==> src/ubr_rate_gen_unused_check.sv <==
// spare file: holds no logic, all port checks sit in the bound checker

==> src/ubr_pkg.sv <==
// constants, register indices and field positions of the serial bit-rate generator
package ubr_pkg;

   // ----------------------------------------------------------------------
   // register indices (byte address is four times the index)
   // ----------------------------------------------------------------------
   localparam logic [7:0] IDX_RATE_RELOAD = 8'h9a;
   localparam logic [7:0] IDX_RATE_CTRL = 8'h9b;
   localparam logic [7:0] IDX_UART_MODE = 8'h9c;
   localparam logic [7:0] IDX_POWER_CTRL = 8'h9d;
   localparam logic [7:0] IDX_T2_CTRL = 8'h9e;
   localparam logic [7:0] IDX_T2_RELOAD_LOW = 8'h9f;
   localparam logic [7:0] IDX_T2_RELOAD_HIGH = 8'ha0;
   localparam logic [7:0] IDX_RATE_COUNT = 8'ha1;
   localparam logic [7:0] IDX_T2_COUNT_LOW = 8'ha2;
   localparam logic [7:0] IDX_T2_COUNT_HIGH = 8'ha3;

   // ----------------------------------------------------------------------
   // field positions
   // ----------------------------------------------------------------------
   localparam int RC_MODE0_SRC = 0;
   localparam int RC_SPEED = 1;
   localparam int RC_RX_SEL = 2;
   localparam int RC_TX_SEL = 3;
   localparam int RC_RUN = 4;
   localparam int UM_MODE_LO = 0;
   localparam int UM_MODE_HI = 1;
   localparam int UM_NINTH_TX_BIT = 2;
   localparam int UM_FAST = 3;
   localparam int PC_BAUD_DOUBLER = 7;
   localparam int T2_RUN = 0;
   localparam int T2_TX_SEL = 4;
   localparam int T2_RX_SEL = 5;

   // ----------------------------------------------------------------------
   // reset values and counter limits
   // ----------------------------------------------------------------------
   localparam logic [7:0] RST_BYTE = 8'h00;
   localparam logic [4:0] RST_RATE_CTRL = 5'h00;
   localparam logic [15:0] RST_WORD = 16'h0000;
   localparam logic [7:0] RATE_GEN_FULL = 8'hff;
   localparam logic [15:0] T2_FULL = 16'hffff;
   localparam logic [2:0] SLOW_LAST = 3'h5;
   localparam logic [1:0] MODE_SHIFT = 2'h0;
   localparam logic [1:0] MODE_FIXED9 = 2'h2;
   // dividers hold "divisor minus one"
   localparam logic [4:0] DIV1 = 5'h00;
   localparam logic [4:0] DIV2 = 5'h01;
   localparam logic [4:0] DIV3 = 5'h02;
   localparam logic [4:0] DIV4 = 5'h03;
   localparam logic [4:0] DIV6 = 5'h05;
   localparam logic [4:0] DIV16 = 5'h0f;
   localparam logic [4:0] DIV32 = 5'h1f;
   localparam logic [4:0] CNT_ZERO = 5'h00;

   typedef struct packed {
      logic [7:0] rate_reload;
      logic [4:0] rate_ctrl;
      logic [3:0] uart_mode;
      logic baud_doubler;
      logic [2:0] t2_ctrl;
      logic [15:0] t2_reload;
      logic [7:0] rate_cnt;
      logic [2:0] slow_cnt;
      logic [15:0] t2_cnt;
      logic [4:0] sync_cnt;
      logic [4:0] tx_cnt;
      logic [4:0] rx_cnt;
      logic wr_pend;
      logic [7:0] wr_idx;
      logic [7:0] rdata;
      logic tx_tick;
      logic rx_tick;
   } ubr_state_t;

endpackage : ubr_pkg

==> src/ubr_rate_gen.sv <==
// serial port bit-rate generator with its ahb-lite register slave
//
// The implementer's own choice: the AHB-Lite slave port.
`timescale 1ns/1ps

// Behaviour
// - in mode 0 with the ninth transmit bit set, the shift clock is timer 1 overflow over 4, over 2 when doubled.
// - in modes 1 and 3 on timer 1 the bit rate is timer 1 overflow over 32, over 16 when doubled.
// - with timer 1 auto-reloading, its prescaled overflow feeds the same divide by 32 or 16.
// - the timer 2 transmit and receive selects route timer 2 to each direction independently.
// - timer 2 in rate mode reloads its 16-bit counter from the software reload value on rollover.
// - timer 2 sourced bit rate is its overflow rate over 16.
// - timer 2 in rate mode ignores the timer prescale and its own double speed setting.
// - a dedicated 8-bit reloading up-counter serves as the internal rate generator.
// - on overflow from all ones the internal generator loads the reload value.
// - the internal generator counts only while its run bit is set.
// - slow speed advances it every sixth system clock, fast speed every clock.
// - in modes 1 and 3 the internal generator ignores the prescale but its rate is over 32, or 16 when doubled.
// - the internal generator selects override the timer selects per direction.
// - the mode 0 source bit picks the internal generator instead of the fixed or timer 1 clock.
// - the baud doubler is bit 7 of the power control register and scales every rate except the timer 2 sourced ones.
module ubr_rate_gen
   import ubr_pkg::*;
(
   input wire logic ref_clk, // system clock
   input wire logic rst, // synchronous reset, active high
   input wire logic hsel, // ahb slave select
   input wire logic [31:0] haddr, // ahb address
   input wire logic [1:0] htrans, // ahb transfer type
   input wire logic hwrite, // ahb write
   input wire logic [2:0] hsize, // ahb size, words only
   input wire logic [31:0] hwdata, // ahb write data
   input wire logic hready, // ahb bus ready
   output logic hreadyout, // ahb slave ready
   output logic hresp, // ahb response, always okay
   output logic [31:0] hrdata, // ahb read data
   input wire logic t1_ovf, // timer 1 overflow pulse
   output logic tx_tick, // transmit bit-rate pulse
   output logic rx_tick // receive bit-rate pulse
);

   ubr_state_t q, n;

   // ----------------------------------------------------------------------
   // helpers
   // ----------------------------------------------------------------------
   // advance a divider on an event; returns {terminal pulse, next count}
   function automatic logic [5:0] ubr_div_step(input logic [4:0] cnt, input logic ev,
                                               input logic [4:0] last);
      logic [5:0] r;
      r = {1'b0, cnt};
      if (ev) begin
         if (cnt >= last) begin
            r = {1'b1, CNT_ZERO};
         end else begin
            r = {1'b0, cnt + 5'h01};
         end
      end
      return r;
   endfunction : ubr_div_step

   function automatic logic [7:0] ubr_read(input ubr_state_t s, input logic [7:0] idx);
      logic [7:0] r;
      r = RST_BYTE;
      case (idx)
         IDX_RATE_RELOAD: r = s.rate_reload;
         IDX_RATE_CTRL: r = {3'h0, s.rate_ctrl};
         IDX_UART_MODE: r = {4'h0, s.uart_mode};
         IDX_POWER_CTRL: r = {s.baud_doubler, 7'h00};
         IDX_T2_CTRL: r = {2'h0, s.t2_ctrl[2:1], 3'h0, s.t2_ctrl[0]};
         IDX_T2_RELOAD_LOW: r = s.t2_reload[7:0];
         IDX_T2_RELOAD_HIGH: r = s.t2_reload[15:8];
         IDX_RATE_COUNT: r = s.rate_cnt;
         IDX_T2_COUNT_LOW: r = s.t2_cnt[7:0];
         IDX_T2_COUNT_HIGH: r = s.t2_cnt[15:8];
         default: r = RST_BYTE;
      endcase
      return r;
   endfunction : ubr_read

   logic addr_ok;
   logic take;
   logic rg_run, rg_fast, rg_adv, rg_ovf, slow_pulse;
   logic t2_active, t2_ovf;
   logic [1:0] mode;
   logic [5:0] sync_r, tx_r, rx_r;
   logic sync_ev, tx_ev, rx_ev;
   logic [4:0] sync_last, tx_last, rx_last;
   logic [7:0] wb;

   assign hreadyout = 1'b1;
   assign hresp = 1'b0;
   assign hrdata = {24'h000000, q.rdata};
   assign tx_tick = q.tx_tick;
   assign rx_tick = q.rx_tick;

   // ----------------------------------------------------------------------
   // next state
   // ----------------------------------------------------------------------
   always_comb begin
      n = q;
      wb = hwdata[7:0];
      addr_ok = (haddr[31:10] == 22'h000000);
      take = hsel && htrans[1] && hready;
      mode = q.uart_mode[UM_MODE_HI:UM_MODE_LO];

      // register writes land in the data phase
      n.wr_pend = take && hwrite && addr_ok;
      n.wr_idx = haddr[9:2];
      if (q.wr_pend) begin
         case (q.wr_idx)
            IDX_RATE_RELOAD: n.rate_reload = wb;
            IDX_RATE_CTRL: n.rate_ctrl = wb[4:0];
            IDX_UART_MODE: n.uart_mode = wb[3:0];
            IDX_POWER_CTRL: n.baud_doubler = wb[PC_BAUD_DOUBLER];
            IDX_T2_CTRL: n.t2_ctrl = {wb[T2_RX_SEL], wb[T2_TX_SEL], wb[T2_RUN]};
            IDX_T2_RELOAD_LOW: n.t2_reload[7:0] = wb;
            IDX_T2_RELOAD_HIGH: n.t2_reload[15:8] = wb;
            default: n = n;
         endcase
      end

      // internal rate generator
      rg_run = q.rate_ctrl[RC_RUN];
      rg_fast = q.rate_ctrl[RC_SPEED];
      slow_pulse = (q.slow_cnt == SLOW_LAST);
      n.slow_cnt = slow_pulse ? 3'h0 : q.slow_cnt + 3'h1;
      rg_adv = rg_run && (rg_fast || slow_pulse);
      rg_ovf = rg_adv && (q.rate_cnt == RATE_GEN_FULL);
      if (rg_ovf) begin
         n.rate_cnt = q.rate_reload;
      end else if (rg_adv) begin
         n.rate_cnt = q.rate_cnt + 8'h01;
      end

      // timer 2 rate mode counts every clock: prescale and double speed do not apply
      t2_active = q.t2_ctrl[0] && (q.t2_ctrl[1] || q.t2_ctrl[2]);
      t2_ovf = t2_active && (q.t2_cnt == T2_FULL);
      if (t2_ovf) begin
         n.t2_cnt = q.t2_reload;
      end else if (t2_active) begin
         n.t2_cnt = q.t2_cnt + 16'h0001;
      end

      // mode 0 and mode 2 share one divider feeding both directions
      sync_ev = 1'b1;
      if (mode == MODE_FIXED9) begin
         sync_last = q.baud_doubler ? DIV16 : DIV32;
      end else if (q.rate_ctrl[RC_MODE0_SRC]) begin
         sync_ev = rg_ovf;
         sync_last = q.baud_doubler ? DIV1 : DIV2;
      end else if (q.uart_mode[UM_NINTH_TX_BIT]) begin
         sync_ev = t1_ovf;
         sync_last = q.baud_doubler ? DIV2 : DIV4;
      end else if (q.uart_mode[UM_FAST]) begin
         sync_last = q.baud_doubler ? DIV2 : DIV4;
      end else begin
         sync_last = q.baud_doubler ? DIV3 : DIV6;
      end

      // modes 1 and 3: per-direction source
      // internal generator wins over timer selects
      if (q.rate_ctrl[RC_TX_SEL]) begin
         tx_ev = rg_ovf;
         tx_last = q.baud_doubler ? DIV16 : DIV32;
      end else if (q.t2_ctrl[1]) begin
         tx_ev = t2_ovf;
         tx_last = DIV16;
      end else begin
         tx_ev = t1_ovf;
         tx_last = q.baud_doubler ? DIV16 : DIV32;
      end
      if (q.rate_ctrl[RC_RX_SEL]) begin
         rx_ev = rg_ovf;
         rx_last = q.baud_doubler ? DIV16 : DIV32;
      end else if (q.t2_ctrl[2]) begin
         rx_ev = t2_ovf;
         rx_last = DIV16;
      end else begin
         rx_ev = t1_ovf;
         rx_last = q.baud_doubler ? DIV16 : DIV32;
      end

      sync_r = ubr_div_step(q.sync_cnt, sync_ev, sync_last);
      tx_r = ubr_div_step(q.tx_cnt, tx_ev, tx_last);
      rx_r = ubr_div_step(q.rx_cnt, rx_ev, rx_last);
      n.sync_cnt = sync_r[4:0];
      n.tx_cnt = tx_r[4:0];
      n.rx_cnt = rx_r[4:0];
      if ((mode == MODE_SHIFT) || (mode == MODE_FIXED9)) begin
         n.tx_tick = sync_r[5];
         n.rx_tick = sync_r[5];
      end else begin
         n.tx_tick = tx_r[5];
         n.rx_tick = rx_r[5];
      end

      // read data captured at the address phase, after any write landing now
      n.rdata = (take && !hwrite && addr_ok) ? ubr_read(n, haddr[9:2]) : RST_BYTE;

      if (rst) begin
         n.rate_reload = RST_BYTE;
         n.rate_ctrl = RST_RATE_CTRL;
         n.uart_mode = 4'h0;
         n.baud_doubler = 1'b0;
         n.t2_ctrl = 3'h0;
         n.t2_reload = RST_WORD;
         n.rate_cnt = RST_BYTE;
         n.slow_cnt = 3'h0;
         n.t2_cnt = RST_WORD;
         n.sync_cnt = CNT_ZERO;
         n.tx_cnt = CNT_ZERO;
         n.rx_cnt = CNT_ZERO;
         n.wr_pend = 1'b0;
         n.wr_idx = RST_BYTE;
         n.rdata = RST_BYTE;
         n.tx_tick = 1'b0;
         n.rx_tick = 1'b0;
      end
   end

   // ----------------------------------------------------------------------
   // state register
   // ----------------------------------------------------------------------
   always_ff @(posedge ref_clk) begin
      q <= n;
   end

endmodule : ubr_rate_gen

==> config.mk <==
export PLATFORM = sky130hd
export DESIGN_NAME = ubr_rate_gen
export DESIGN_NICKNAME = d
export VERILOG_FILES = /design/src/ubr_rate_gen_unused_check.sv /design/src/ubr_pkg.sv /design/src/ubr_rate_gen.sv
export SDC_FILE = /design/constraint.sdc
export NUM_CORES = 1
export LEC_CHECK = 0
export BUFFER_PORTS_ARGS = -buffer_cell sky130_fd_sc_hd__buf_2
export CORE_ASPECT_RATIO = 0.7
export CORE_MARGIN = 2
export CORE_UTILIZATION = 59
export DETAILED_ROUTE_END_ITERATION = 12
export PLACE_DENSITY = 0.93
export SLEW_MARGIN = 5
export SYNTH_ARGS = -nofsm -noshare
export SYNTH_HDL_FRONTEND = slang
export SYNTH_SLANG_ARGS = --single-unit
==> constraint.sdc <==
create_clock -name ref_clk -period 4.25 [get_ports ref_clk]
set_clock_uncertainty 0.1 [all_clocks]
set_input_delay 0.425 -clock ref_clk [delete_from_list [all_inputs] [get_ports ref_clk]]
set_output_delay 0.425 -clock ref_clk [all_outputs]
set_load 0.03 [all_outputs]
-- Word level (Yosys, flattened, before mapping)
Cells that the tools add are included.
- bits in registers: 98
- latch bits: 0
- bits in writable memories: 0
- memory bits (read-only): 0
- input bits: 75
- output and inout port bits: 36
- memories: 0
- $add $sub $neg: 6
- multiply operators: 0
- divide/modulo/power cells: 0
- order comparisons: 3
- equal/unequal tests: 21
- shift operators: 0
- mux-type cells: 39
- bitwise logic cells: 1
- reduce and logical (&&, ||, !) cells: 18
- operator list (cell ; number):
    8-bit equality test, second input constant ; 18
    98-bit 2-to-1 mux ; 1
    8-bit case mux with 10 select lines ; 1
    8-bit 2-to-1 mux ; 5
    6-bit 2-to-1 mux ; 6
    5-bit 2-to-1 mux ; 7
    16-bit 2-to-1 mux ; 2
    22-bit zero test ; 1
    16-bit by 1-bit adder with 16-bit output, second input constant ; 1
    16-bit equality test, second input constant ; 1
    5-bit by 1-bit adder with 5-bit output, second input constant ; 3
    5-bit >= comparator ; 3
    3-bit 2-to-1 mux ; 5
    1-bit logical AND ; 10
    1-bit 2-to-1 mux ; 9
    8-bit by 1-bit adder with 8-bit output, second input constant ; 1
    2-bit 2-to-1 mux ; 2
    4-bit 2-to-1 mux ; 1
    2-bit OR reduction ; 2
    3-bit by 1-bit adder with 3-bit output, second input constant ; 1
    3-bit equality test, second input constant ; 1
    1-bit logical OR ; 3
    2-bit equality test, second input constant ; 1
    2-bit zero test ; 1
    other kinds (2) ; 2

-- Longest topological paths before layout
Gate-level depths: netlist of run 1.
- depth in word-level cells: 9
- depth in mapped cells: 11
- depth with buffers taken out: 11

-- Least setup slack after synthesis of run 1
Ideal clock, no wire load.
- kind: input to register
- start: input port haddr[5]
- end: register q (netlist bit hrdata[2])
- library setup time: 0.076 ns
- arrival: 1.969 ns
- path slack: 2.106 ns
- stages on the path: 7
- cell sequence: or4b_4 or4_4 buf_6 clkinv_4 a22o_4 a22oi_2 a31oi_1
- cells in the longest elaborated chain, start to end: 2
- RTL lines (element ; line ; source):
    from (decl) ; ubr_rate_gen.sv:28 ; input wire logic [31:0] haddr,
    8-bit equality test ; ubr_rate_gen.sv:65 ; case (idx)
    8-bit case mux with 10 select lines (*) ; ubr_rate_gen.sv:65 ;
    to (signal assigned) ; ubr_rate_gen.sv:226 ; q <= n;
    to (decl) ; ubr_rate_gen.sv:42 ; ubr_state_t q, n;
Every way passes the cells marked *; elsewhere a longest branch is shown, timed or not.
A chain may end at the register's enable or synchronous reset.

-- Worst setup path after layout of run 1
- start: register q[17] in the netlist's numbering
- end: register q (netlist bit hrdata[7])
- cells in the longest elaborated chain, start to end: 4
- RTL lines (element ; line ; source):
    8-bit equality test ; ubr_rate_gen.sv:111 ; case (q.wr_idx)
    8-bit 2-to-1 mux or 1-bit 2-to-1 mux (tied branches) ; ubr_rate_gen.sv:111 ;
    98-bit 2-to-1 mux (*) ; ubr_rate_gen.sv:110 ; if (q.wr_pend) begin
    8-bit case mux with 10 select lines (*) ; ubr_rate_gen.sv:65 ;
Marks and branches as above.

==> insert_results.sql, run 1 <==
INSERT INTO impl_metrics (metric_group, metric, value, unit) VALUES
('sta', 'slew-limit-headroom', '0.390', ''),
('detailed_routing', 'routed_len_inst', '17.8', 'um'),
('run', 'cap_viol_max_count', '0', ''),
('power_and_ir_drop', 'intPower', '1.39', 'mW'),
('synth', 'synth_enable_flop_cells', '0', ''),
('global_route', 'grt_antenna_before_repair', '0', ''),
('sta', 'endpoints_failing_setup', '0', ''),
('sta', 'least_setup_slack_across_all_paths_after_layout', '1.48', 'ns'),
('synth', 'synth_top_cells_by_count', '98 x sky130_fd_sc_hd__dfxtp_1, 90 x sky130_fd_sc_hd__nor2_1, 44 x sky130_fd_sc_hd__mux2i_1, 34 x sky130_fd_sc_hd__buf_4, 34 x sky130_fd_sc_hd__nand2_1', ''),
('floorplan', 'die_y', '83.1', 'um'),
('detailed_routing', 'routed-via-count', '4719', ''),
('power_and_ir_drop', 'total_leakage_power', '2.26', 'nW'),
('layout', 'share_of_post_route_cells_with_drive_strength_above_1', '0.129', ''),
('synth', 'asyncSetResetFlopFracSynth', '0', ''),
('detailed_routing', 'finalWirelength', '13.8', 'mm'),
('clocking', 'worst_setup_hold_path_clk_slew', '0.06', 'ns'),
('synth', 'ys.flop_type', 'sky130_fd_sc_hd__dfxtp_1', ''),
('synth', 'synth_top_cell_by_area', 'sky130_fd_sc_hd__dfxtp_1', ''),
('detailed_routing', 'drt_drc_violations_left', '0', ''),
('clocking', 'post_cts.repair.setup_buffers', '0', ''),
('clocking', 'numCtsBuffers', '9', ''),
('clocking', 'tritoncts_num_sinks', '98', ''),
('clocking', 'tritoncts', 'done', ''),
('clocking', 'cts.htree.levels', '3', ''),
('sta', 'final-max-slew-violation-count', '0', ''),
('worst_setup_path', 'endpoint_kind', 'flip-flop', ''),
('sta', 'max_slew.worst_pin.slew', '0.914', 'ns'),
('synth', 'synth_largest_type_area_fraction', '0.372', ''),
('synth', 'syn-instance-count', '617', ''),
('placed_design', 'io_buffer_count', '54', ''),
('synth', 'synth_area', '5280', 'sq um'),
('worst_setup_path', 'path_max_fanout', '10', ''),
('synth', 'synth_sequential_area_ratio', '0.372', ''),
('worst_setup_path', 'crit_arrival', '2.89', 'ns'),
('layout', 'sequential_cell_area', '1960', 'sq um'),
('placed_design', 'place.gp.congestion', '0.985', ''),
('layout', 'final_util', '0.667', ''),
('clocking', 'clock_latency', '0.36', 'ns'),
('detailed_routing', 'first_iter_violations', '402', ''),
('power_and_ir_drop', 'switching_power', '458', 'uW'),
('sta', 'fin_tns_setup', '0', 'ns'),
('global_route', 'grt-ovfl-total', '0', ''),
('worst_setup_path', 'critical_path_class', 'flip-flop to flip-flop', ''),
('outcome', 'run_status', 'completed', ''),
('floorplan', 'fp.dieW', '117', 'um'),
('sta', 'layout_worst_path_cycle_share', '0.653', ''),
('layout', 'finish.net_count', '743', ''),
('sta', 'timing.hold.ws', '0.222', 'ns'),
('synth', 'yosys-top-cells-area', 'sky130_fd_sc_hd__dfxtp_1 37%, sky130_fd_sc_hd__mux2i_1 8.3%, sky130_fd_sc_hd__nor2_1 6.4%', ''),
('floorplan', 'floorplan.die_area', '9730', 'sq um'),
('power_and_ir_drop', 'power_density', '322', 'nW/um^2'),
('clocking', 'clock_tree.buffer_depth', '2', ''),
('clocking', 'cts_repair_resize_count', '0', ''),
('worst_setup_path', 'startpoint_type', 'flip-flop', ''),
('power_and_ir_drop', 'power.share.switching', '0.248', ''),
('power_and_ir_drop', 'p_seq_frac', '0.513', ''),
('synth', 'synth_seq_cells', '98', ''),
('sta', 'timing.final.hold_violations', '0', ''),
('clocking', 'cts_root_buf', 'sky130_fd_sc_hd__clkbuf_16', ''),
('global_route', 'first_pass_grt_wire_length', '21.7', 'mm'),
('worst_hold_path', 'timing.hold.worst.class', 'input port to flip-flop', ''),
('global_route', 'first_global_vias', '4470', ''),
('sta', 'final_min_period', '2.77', 'ns'),
('floorplan', 'initial_core_util', '0.615', ''),
('layout', 'multi_input_area', '2980', 'sq um'),
('sta', 'clock.fmax', '0.361', 'GHz'),
('floorplan', 'placeableCoreArea', '8580', 'sq um'),
('power_and_ir_drop', 'clock_power_frac', '0.417', ''),
('synth', 'synth.most_common_cell', 'sky130_fd_sc_hd__dfxtp_1', ''),
('sta', 'grt_setup_unrepaired', 'false', ''),
('detailed_routing', 'vias_per_cell', '6.07', '');
## metal layers
layer | wire length, um | share of wire | vias to the layer above
met5 | 0 | 0 | -
met4 | 254 | 0.018 | 0
met3 | 1220 | 0.088 | 25
met2 | 6320 | 0.46 | 218
met1 | 6020 | 0.44 | 2240
li1 | - | - | 2236
## layout by cell type (no fill, tap or decap), drive strengths merged, types with 5 or more instances in the layout
cell    instances
a211oi          9
nor2b          18
and2            7
a31oi           7
nor3            7
ha             16
nor2           90
xnor2          12
nand2          34
nand2b          7
conb           26
nand3          24
o22ai          15
dfxtp          98
o21ai          21
o211ai          6
inv            19
buf            55
clkbuf         10
nand3b          7
mux2i          44
xor2            5
nor4           11
clkinv          5
a21oi          23
nand4          13
## kinds of logic (layout without fill, tap and decap cells)
| kind of cell | count (synthesis) | after routing | synth area share |
|---|---|---|---|
| XOR/XNOR | 17 | 17 | 0.0282 |
| AO/OA/AOI/OAI | 116 | 116 | 0.150 |
| other | 2 | 26 | 0.00142 |
| flip-flops | 98 | 98 | 0.372 |
| AND/OR/NAND/NOR | 248 | 248 | 0.243 |
| multiplexers | 45 | 45 | 0.0856 |
| buffers and inverters | 75 | 91 | 0.0813 |
| adder cells (fa/ha/maj) | 16 | 16 | 0.0379 |
## stage by stage
| step | instance area (sq um) | cells | total power, mW |
|---|---|---|---|
| floorplan | 5370 | 641 | 1.07 |
| global placement | 5450 | 761 | 1.09 |
| detailed placement | 5450 | 761 | 1.09 |
| CTS | 5730 | 777 | 1.85 |
| global route | 5730 | 777 | 1.90 |
| finish | 5730 | 777 | 1.84 |
## flip-flops by register name, summed over array words and instances (netlist names)
signal,cells
rx_tick,1
hrdata,8
mode,2
tx_tick,1
q,86
## final cells by class
type / instances / share of cell area
Inverter: 20 / 0.0140
Clock inverter: 6 / 0.00743
Multi-Input combinational cell: 468 / 0.520
Timing Repair Buffer: 55 / 0.0485
Clock buffer: 10 / 0.0417
Tap cell: 120 / 0.0262
Sequential cell: 98 / 0.343
## power by group through the flow
stage / sequential (mW) / combinational (mW) / clock, mW
after floorplan: 0.964 / 0.103 / 0
after global placement: 0.965 / 0.122 / 0
after detailed placement: 0.966 / 0.128 / 0
after CTS: 0.945 / 0.128 / 0.771
after global routing: 0.947 / 0.142 / 0.812
final: 0.946 / 0.130 / 0.769
## final timing paths
| check | start | endpoint | slack [ns] | cells after the start |
|---|---|---|---|---|
| max reg2reg | q[17]$_SDFF_PP0_ | hrdata[7]$_SDFF_PP0_ | 1.48 | 6 |
| max | q[17]$_SDFF_PP0_ | hrdata[7]$_SDFF_PP0_ | 1.48 | 6 |
| min | hwrite | q[18]$_SDFF_PP0_ | 0.22 | 2 |
| min reg2reg | q[50]$_SDFF_PP0_ | q[50]$_SDFF_PP0_ | 0.38 | 1 |
## critical path: stages, from the launching register on
cell                       delay [ns]
sky130_fd_sc_hd__dfxtp_1         0.32
sky130_fd_sc_hd__nor4bb_1        0.52
sky130_fd_sc_hd__nand3_1         0.68
sky130_fd_sc_hd__mux2i_1         0.43
sky130_fd_sc_hd__o22ai_1         0.13
sky130_fd_sc_hd__a311oi_1        0.32
sky130_fd_sc_hd__a31oi_1         0.13
Note: power is estimated with default switching activity, not from simulation.
==> run 2: changes to the inputs <==
--- a/config.mk
+++ b/config.mk
@@ -8,9 +8,9 @@
 export BUFFER_PORTS_ARGS = -buffer_cell sky130_fd_sc_hd__buf_2
 export CORE_ASPECT_RATIO = 0.7
 export CORE_MARGIN = 2
-export CORE_UTILIZATION = 59
+export CORE_UTILIZATION = 50
 export DETAILED_ROUTE_END_ITERATION = 12
-export PLACE_DENSITY = 0.93
+export PLACE_DENSITY = 0.85
 export SLEW_MARGIN = 5
 export SYNTH_ARGS = -nofsm -noshare
 export SYNTH_HDL_FRONTEND = slang
==> constraint.sdc (replaced) <==
create_clock -name ref_clk -period 2.46 [get_ports ref_clk]
set_clock_uncertainty 0.1 [all_clocks]
set_input_delay 0.246 -clock ref_clk [delete_from_list [all_inputs] [get_ports ref_clk]]
set_output_delay 0.246 -clock ref_clk [all_outputs]
set_load 0.03 [all_outputs]
==> insert_results.sql, run 2 (synthesized netlist as in run 1, its figures left out) <==
INSERT INTO impl_metrics (metric_group, metric, value, unit) VALUES
('outcome', 'run_status', 'completed', ''),
('global_route', 'first_global_vias', '4508', ''),
('worst_setup_path', 'critical_path_class', 'flip-flop to flip-flop', ''),
('global_route', 'grt_antenna_before_repair', '0', ''),
('layout', 'area_delta_synth_final', '15.1', '%'),
('detailed_routing', 'drt_pass1_iterations', '5', ''),
('worst_hold_path', 'timing.hold.worst_endpoint', 'q[18]$_SDFF_PP0_', ''),
('power_and_ir_drop', 'power.combinational.fraction', '0.067', ''),
('worst_setup_path', 'path_max_fanout', '8', ''),
('worst_hold_path', 'timing.hold.worst.class', 'input port to flip-flop', ''),
('global_route', 'grt-ovfl-total', '0', ''),
('power_and_ir_drop', 'p_seq_frac', '0.475', ''),
('sta', 'timing.final.hold_violations', '0', ''),
('sta', 'timing.hold.ws', '0.0151', 'ns'),
('clocking', 'clock_latency', '0.35', 'ns'),
('floorplan', 'placeableCoreArea', '10300', 'sq um'),
('worst_setup_path', 'reg2reg_to', 'hrdata[7]$_SDFF_PP0_', ''),
('floorplan', 'initial_core_util', '0.512', ''),
('placed_design', 'io_buffer_count', '54', ''),
('layout', 'final_cell_area', '6080', 'sq um'),
('clocking', 'tritoncts_num_sinks', '98', ''),
('clocking', 'tritoncts', 'done', ''),
('detailed_routing', 'finalWirelength', '14.5', 'mm'),
('sta', 'layout_worst_path_cycle_share', '0.961', ''),
('worst_setup_path', 'startpoint_type', 'flip-flop', ''),
('clocking', 'cts_root_buf', 'sky130_fd_sc_hd__clkbuf_16', ''),
('layout', 'largest_register_ff_count', '86', ''),
('detailed_routing', 'routed-via-count', '4847', ''),
('worst_setup_path', 'worst_ep_required_time', '2.57', 'ns'),
('power_and_ir_drop', 'intPower', '2.66', 'mW'),
('clocking', 'numCtsBuffers', '9', ''),
('detailed_routing', 'first_iter_violations', '583', ''),
('worst_setup_path', 'endpoint_kind', 'flip-flop', ''),
('sta', 'final_min_period', '2.36', 'ns'),
('worst_hold_path', 'min_delay_path_depth', '2', ''),
('detailed_routing', 'vias_per_cell', '5.91', ''),
('sta', 'max_slew.worst_pin.slew', '0.826', 'ns'),
('placed_design', 'place.detailed.hpwl', '10.5', 'mm'),
('clocking', 'clock_tree.buffer_depth', '2', ''),
('power_and_ir_drop', 'switching_power', '782', 'uW'),
('layout', 'antennaDiodeCount', '0', ''),
('run', 'cap_viol_max_count', '0', ''),
('detailed_routing', 'postRouteAntennaNets', '0', ''),
('clocking', 'cts_hold_repair.buffers', '0', ''),
('floorplan', 'fp.dieW', '127', 'um'),
('worst_hold_path', 'timing.hold.worst.start', 'hwrite', ''),
('detailed_routing', 'drt_drc_violations_left', '0', ''),
('layout', 'final_cell_mix', '96 x sky130_fd_sc_hd__dfxtp_1, 90 x sky130_fd_sc_hd__nor2_1, 54 x sky130_fd_sc_hd__buf_2', ''),
('sta', 'final-max-slew-violation-count', '0', ''),
('power_and_ir_drop', 'power_density', '566', 'nW/um^2'),
('power_and_ir_drop', 'power.share.switching', '0.227', ''),
('layout', 'regMostFlops', 'q', ''),
('clocking', 'cts.htree.levels', '3', ''),
('layout', 'mostFrequentLayoutCell', 'sky130_fd_sc_hd__dfxtp_1', ''),
('worst_setup_path', 'critical_path.reg2reg.startpoint', 'q[38]$_SDFF_PP0_', ''),
('worst_setup_path', 'crit_arrival', '2.47', 'ns'),
('power_and_ir_drop', 'clock_power_frac', '0.458', ''),
('sta', 'fin_tns_setup', '0', 'ns'),
('placed_design', 'place.gp.congestion', '0.949', ''),
('worst_setup_path', 'worst_r2r_path_depth', '7', ''),
('layout', 'share_of_post_route_cells_with_drive_strength_above_1', '0.183', ''),
('floorplan', 'floorplan.die_area', '11400', 'sq um'),
('sta', 'endpoints_failing_setup', '0', ''),
('floorplan', 'placementRows', '31', ''),
('sta', 'clock.fmax', '0.423', 'GHz'),
('clocking', 'worst_setup_hold_path_clk_slew', '0.07', 'ns'),
('power_and_ir_drop', 'total_leakage_power', '2.46', 'nW'),
('floorplan', 'boundary_pins', '111', ''),
('sta', 'grt_setup_unrepaired', 'false', ''),
('floorplan', 'die_y', '90.0', 'um'),
('layout', 'finish.net_count', '774', ''),
('worst_setup_path', 'rrSetupSlack', '0.1', 'ns'),
('global_route', 'largest_net_degree_at_the_start_of_global_routing', '78', ''),
('power_and_ir_drop', 'ir_worst_vdd', '0.489', 'mV'),
('global_route', 'first_pass_grt_wire_length', '22.5', 'mm'),
('sta', 'slew-limit-headroom', '0.449', ''),
('placed_design', 'dpl_cell_area', '5660', 'sq um'),
('detailed_routing', 'routed_len_inst', '17.7', 'um'),
('global_route', 'grt_use_total', '0.249', '');
==> run 2: area by class of cell <==
class	count	area, sq um
fill	895	4240
tap	132	165
sequential	98	1960
clock buffer	12	267
timing repair buffer	86	510
clock inverter	4	72.6
inverter	20	80.1
multi-input combinational	468	3020
==> run 2: how the worst max path moves through the flow <==
stage / from / slack [ns] / endpoint / cells after the start
6_report: q[38]$_SDFF_PP0_ / 0.1 / hrdata[7]$_SDFF_PP0_ / 7
5_1_grt: q[54]$_SDFF_PP0_ / 0.004 / q[26]$_SDFFE_PP0P_ / 7
4_1_cts: q[38]$_SDFF_PP0_ / 0.005 / hrdata[2]$_SDFF_PP0_ / 6
3_5_place_dp: q[38]$_SDFF_PP0_ / -0.05 / hrdata[2]$_SDFF_PP0_ / 6
2_1_floorplan: q[50]$_SDFF_PP0_ / 0.33 / q[21]$_SDFFE_PP0P_ / 8
3_3_place_gp: q[54]$_SDFF_PP0_ / 0.08 / q[26]$_SDFFE_PP0P_ / 7
==> run 2: power groups by stage <==
stage	Clock (mW)	Sequential (mW)	Combinational [mW]
floorplan	0	1.67	0.178
global route	1.66	1.64	0.247
global placement	0	1.67	0.215
detailed placement	0	1.67	0.225
finish	1.58	1.63	0.230
CTS	1.58	1.63	0.227
==> run 2: metal layers <==
layer / track usage / up-vias / wire, um
li1: - / 2292 / -
met1: 0.345 / 2252 / 6220
met2: 0.385 / 273 / 6440
met3: 0.0732 / 30 / 1570
met4: 0.0568 / 0 / 267
met5: 0 / - / 0
==> run 2: worst max-delay path, stage by stage (launching register included) <==
cell and delay, ns:
sky130_fd_sc_hd__dfxtp_1 0.45, sky130_fd_sc_hd__and4_1 0.34, sky130_fd_sc_hd__nand4_1 0.28, sky130_fd_sc_hd__nor3_4 0.35, sky130_fd_sc_hd__buf_4 0.19, sky130_fd_sc_hd__nand2b_1 0.07
sky130_fd_sc_hd__a311oi_1 0.30, sky130_fd_sc_hd__a31oi_1 0.13
==> run 2: per-stage QoR <==
step,util,power (mW),cells,setup slack (ns)
after floorplan,-,1.84,641,0.327
after global routing,0.589,3.54,820,0.00385
after detailed placement,0.549,1.89,800,-0.0468
final,0.589,3.44,820,0.0968
after global placement,0.549,1.88,800,0.0796
after CTS,0.582,3.44,816,0.00491
==> run 2: what timing repair did <==
item	in CTS	in global routing
endpoints found under the hold margin	0	0
pin swaps	0	3
endpoints found under the setup margin	1	15
buffers inserted	0	4
resized for setup	1	10
gates cloned	0	0
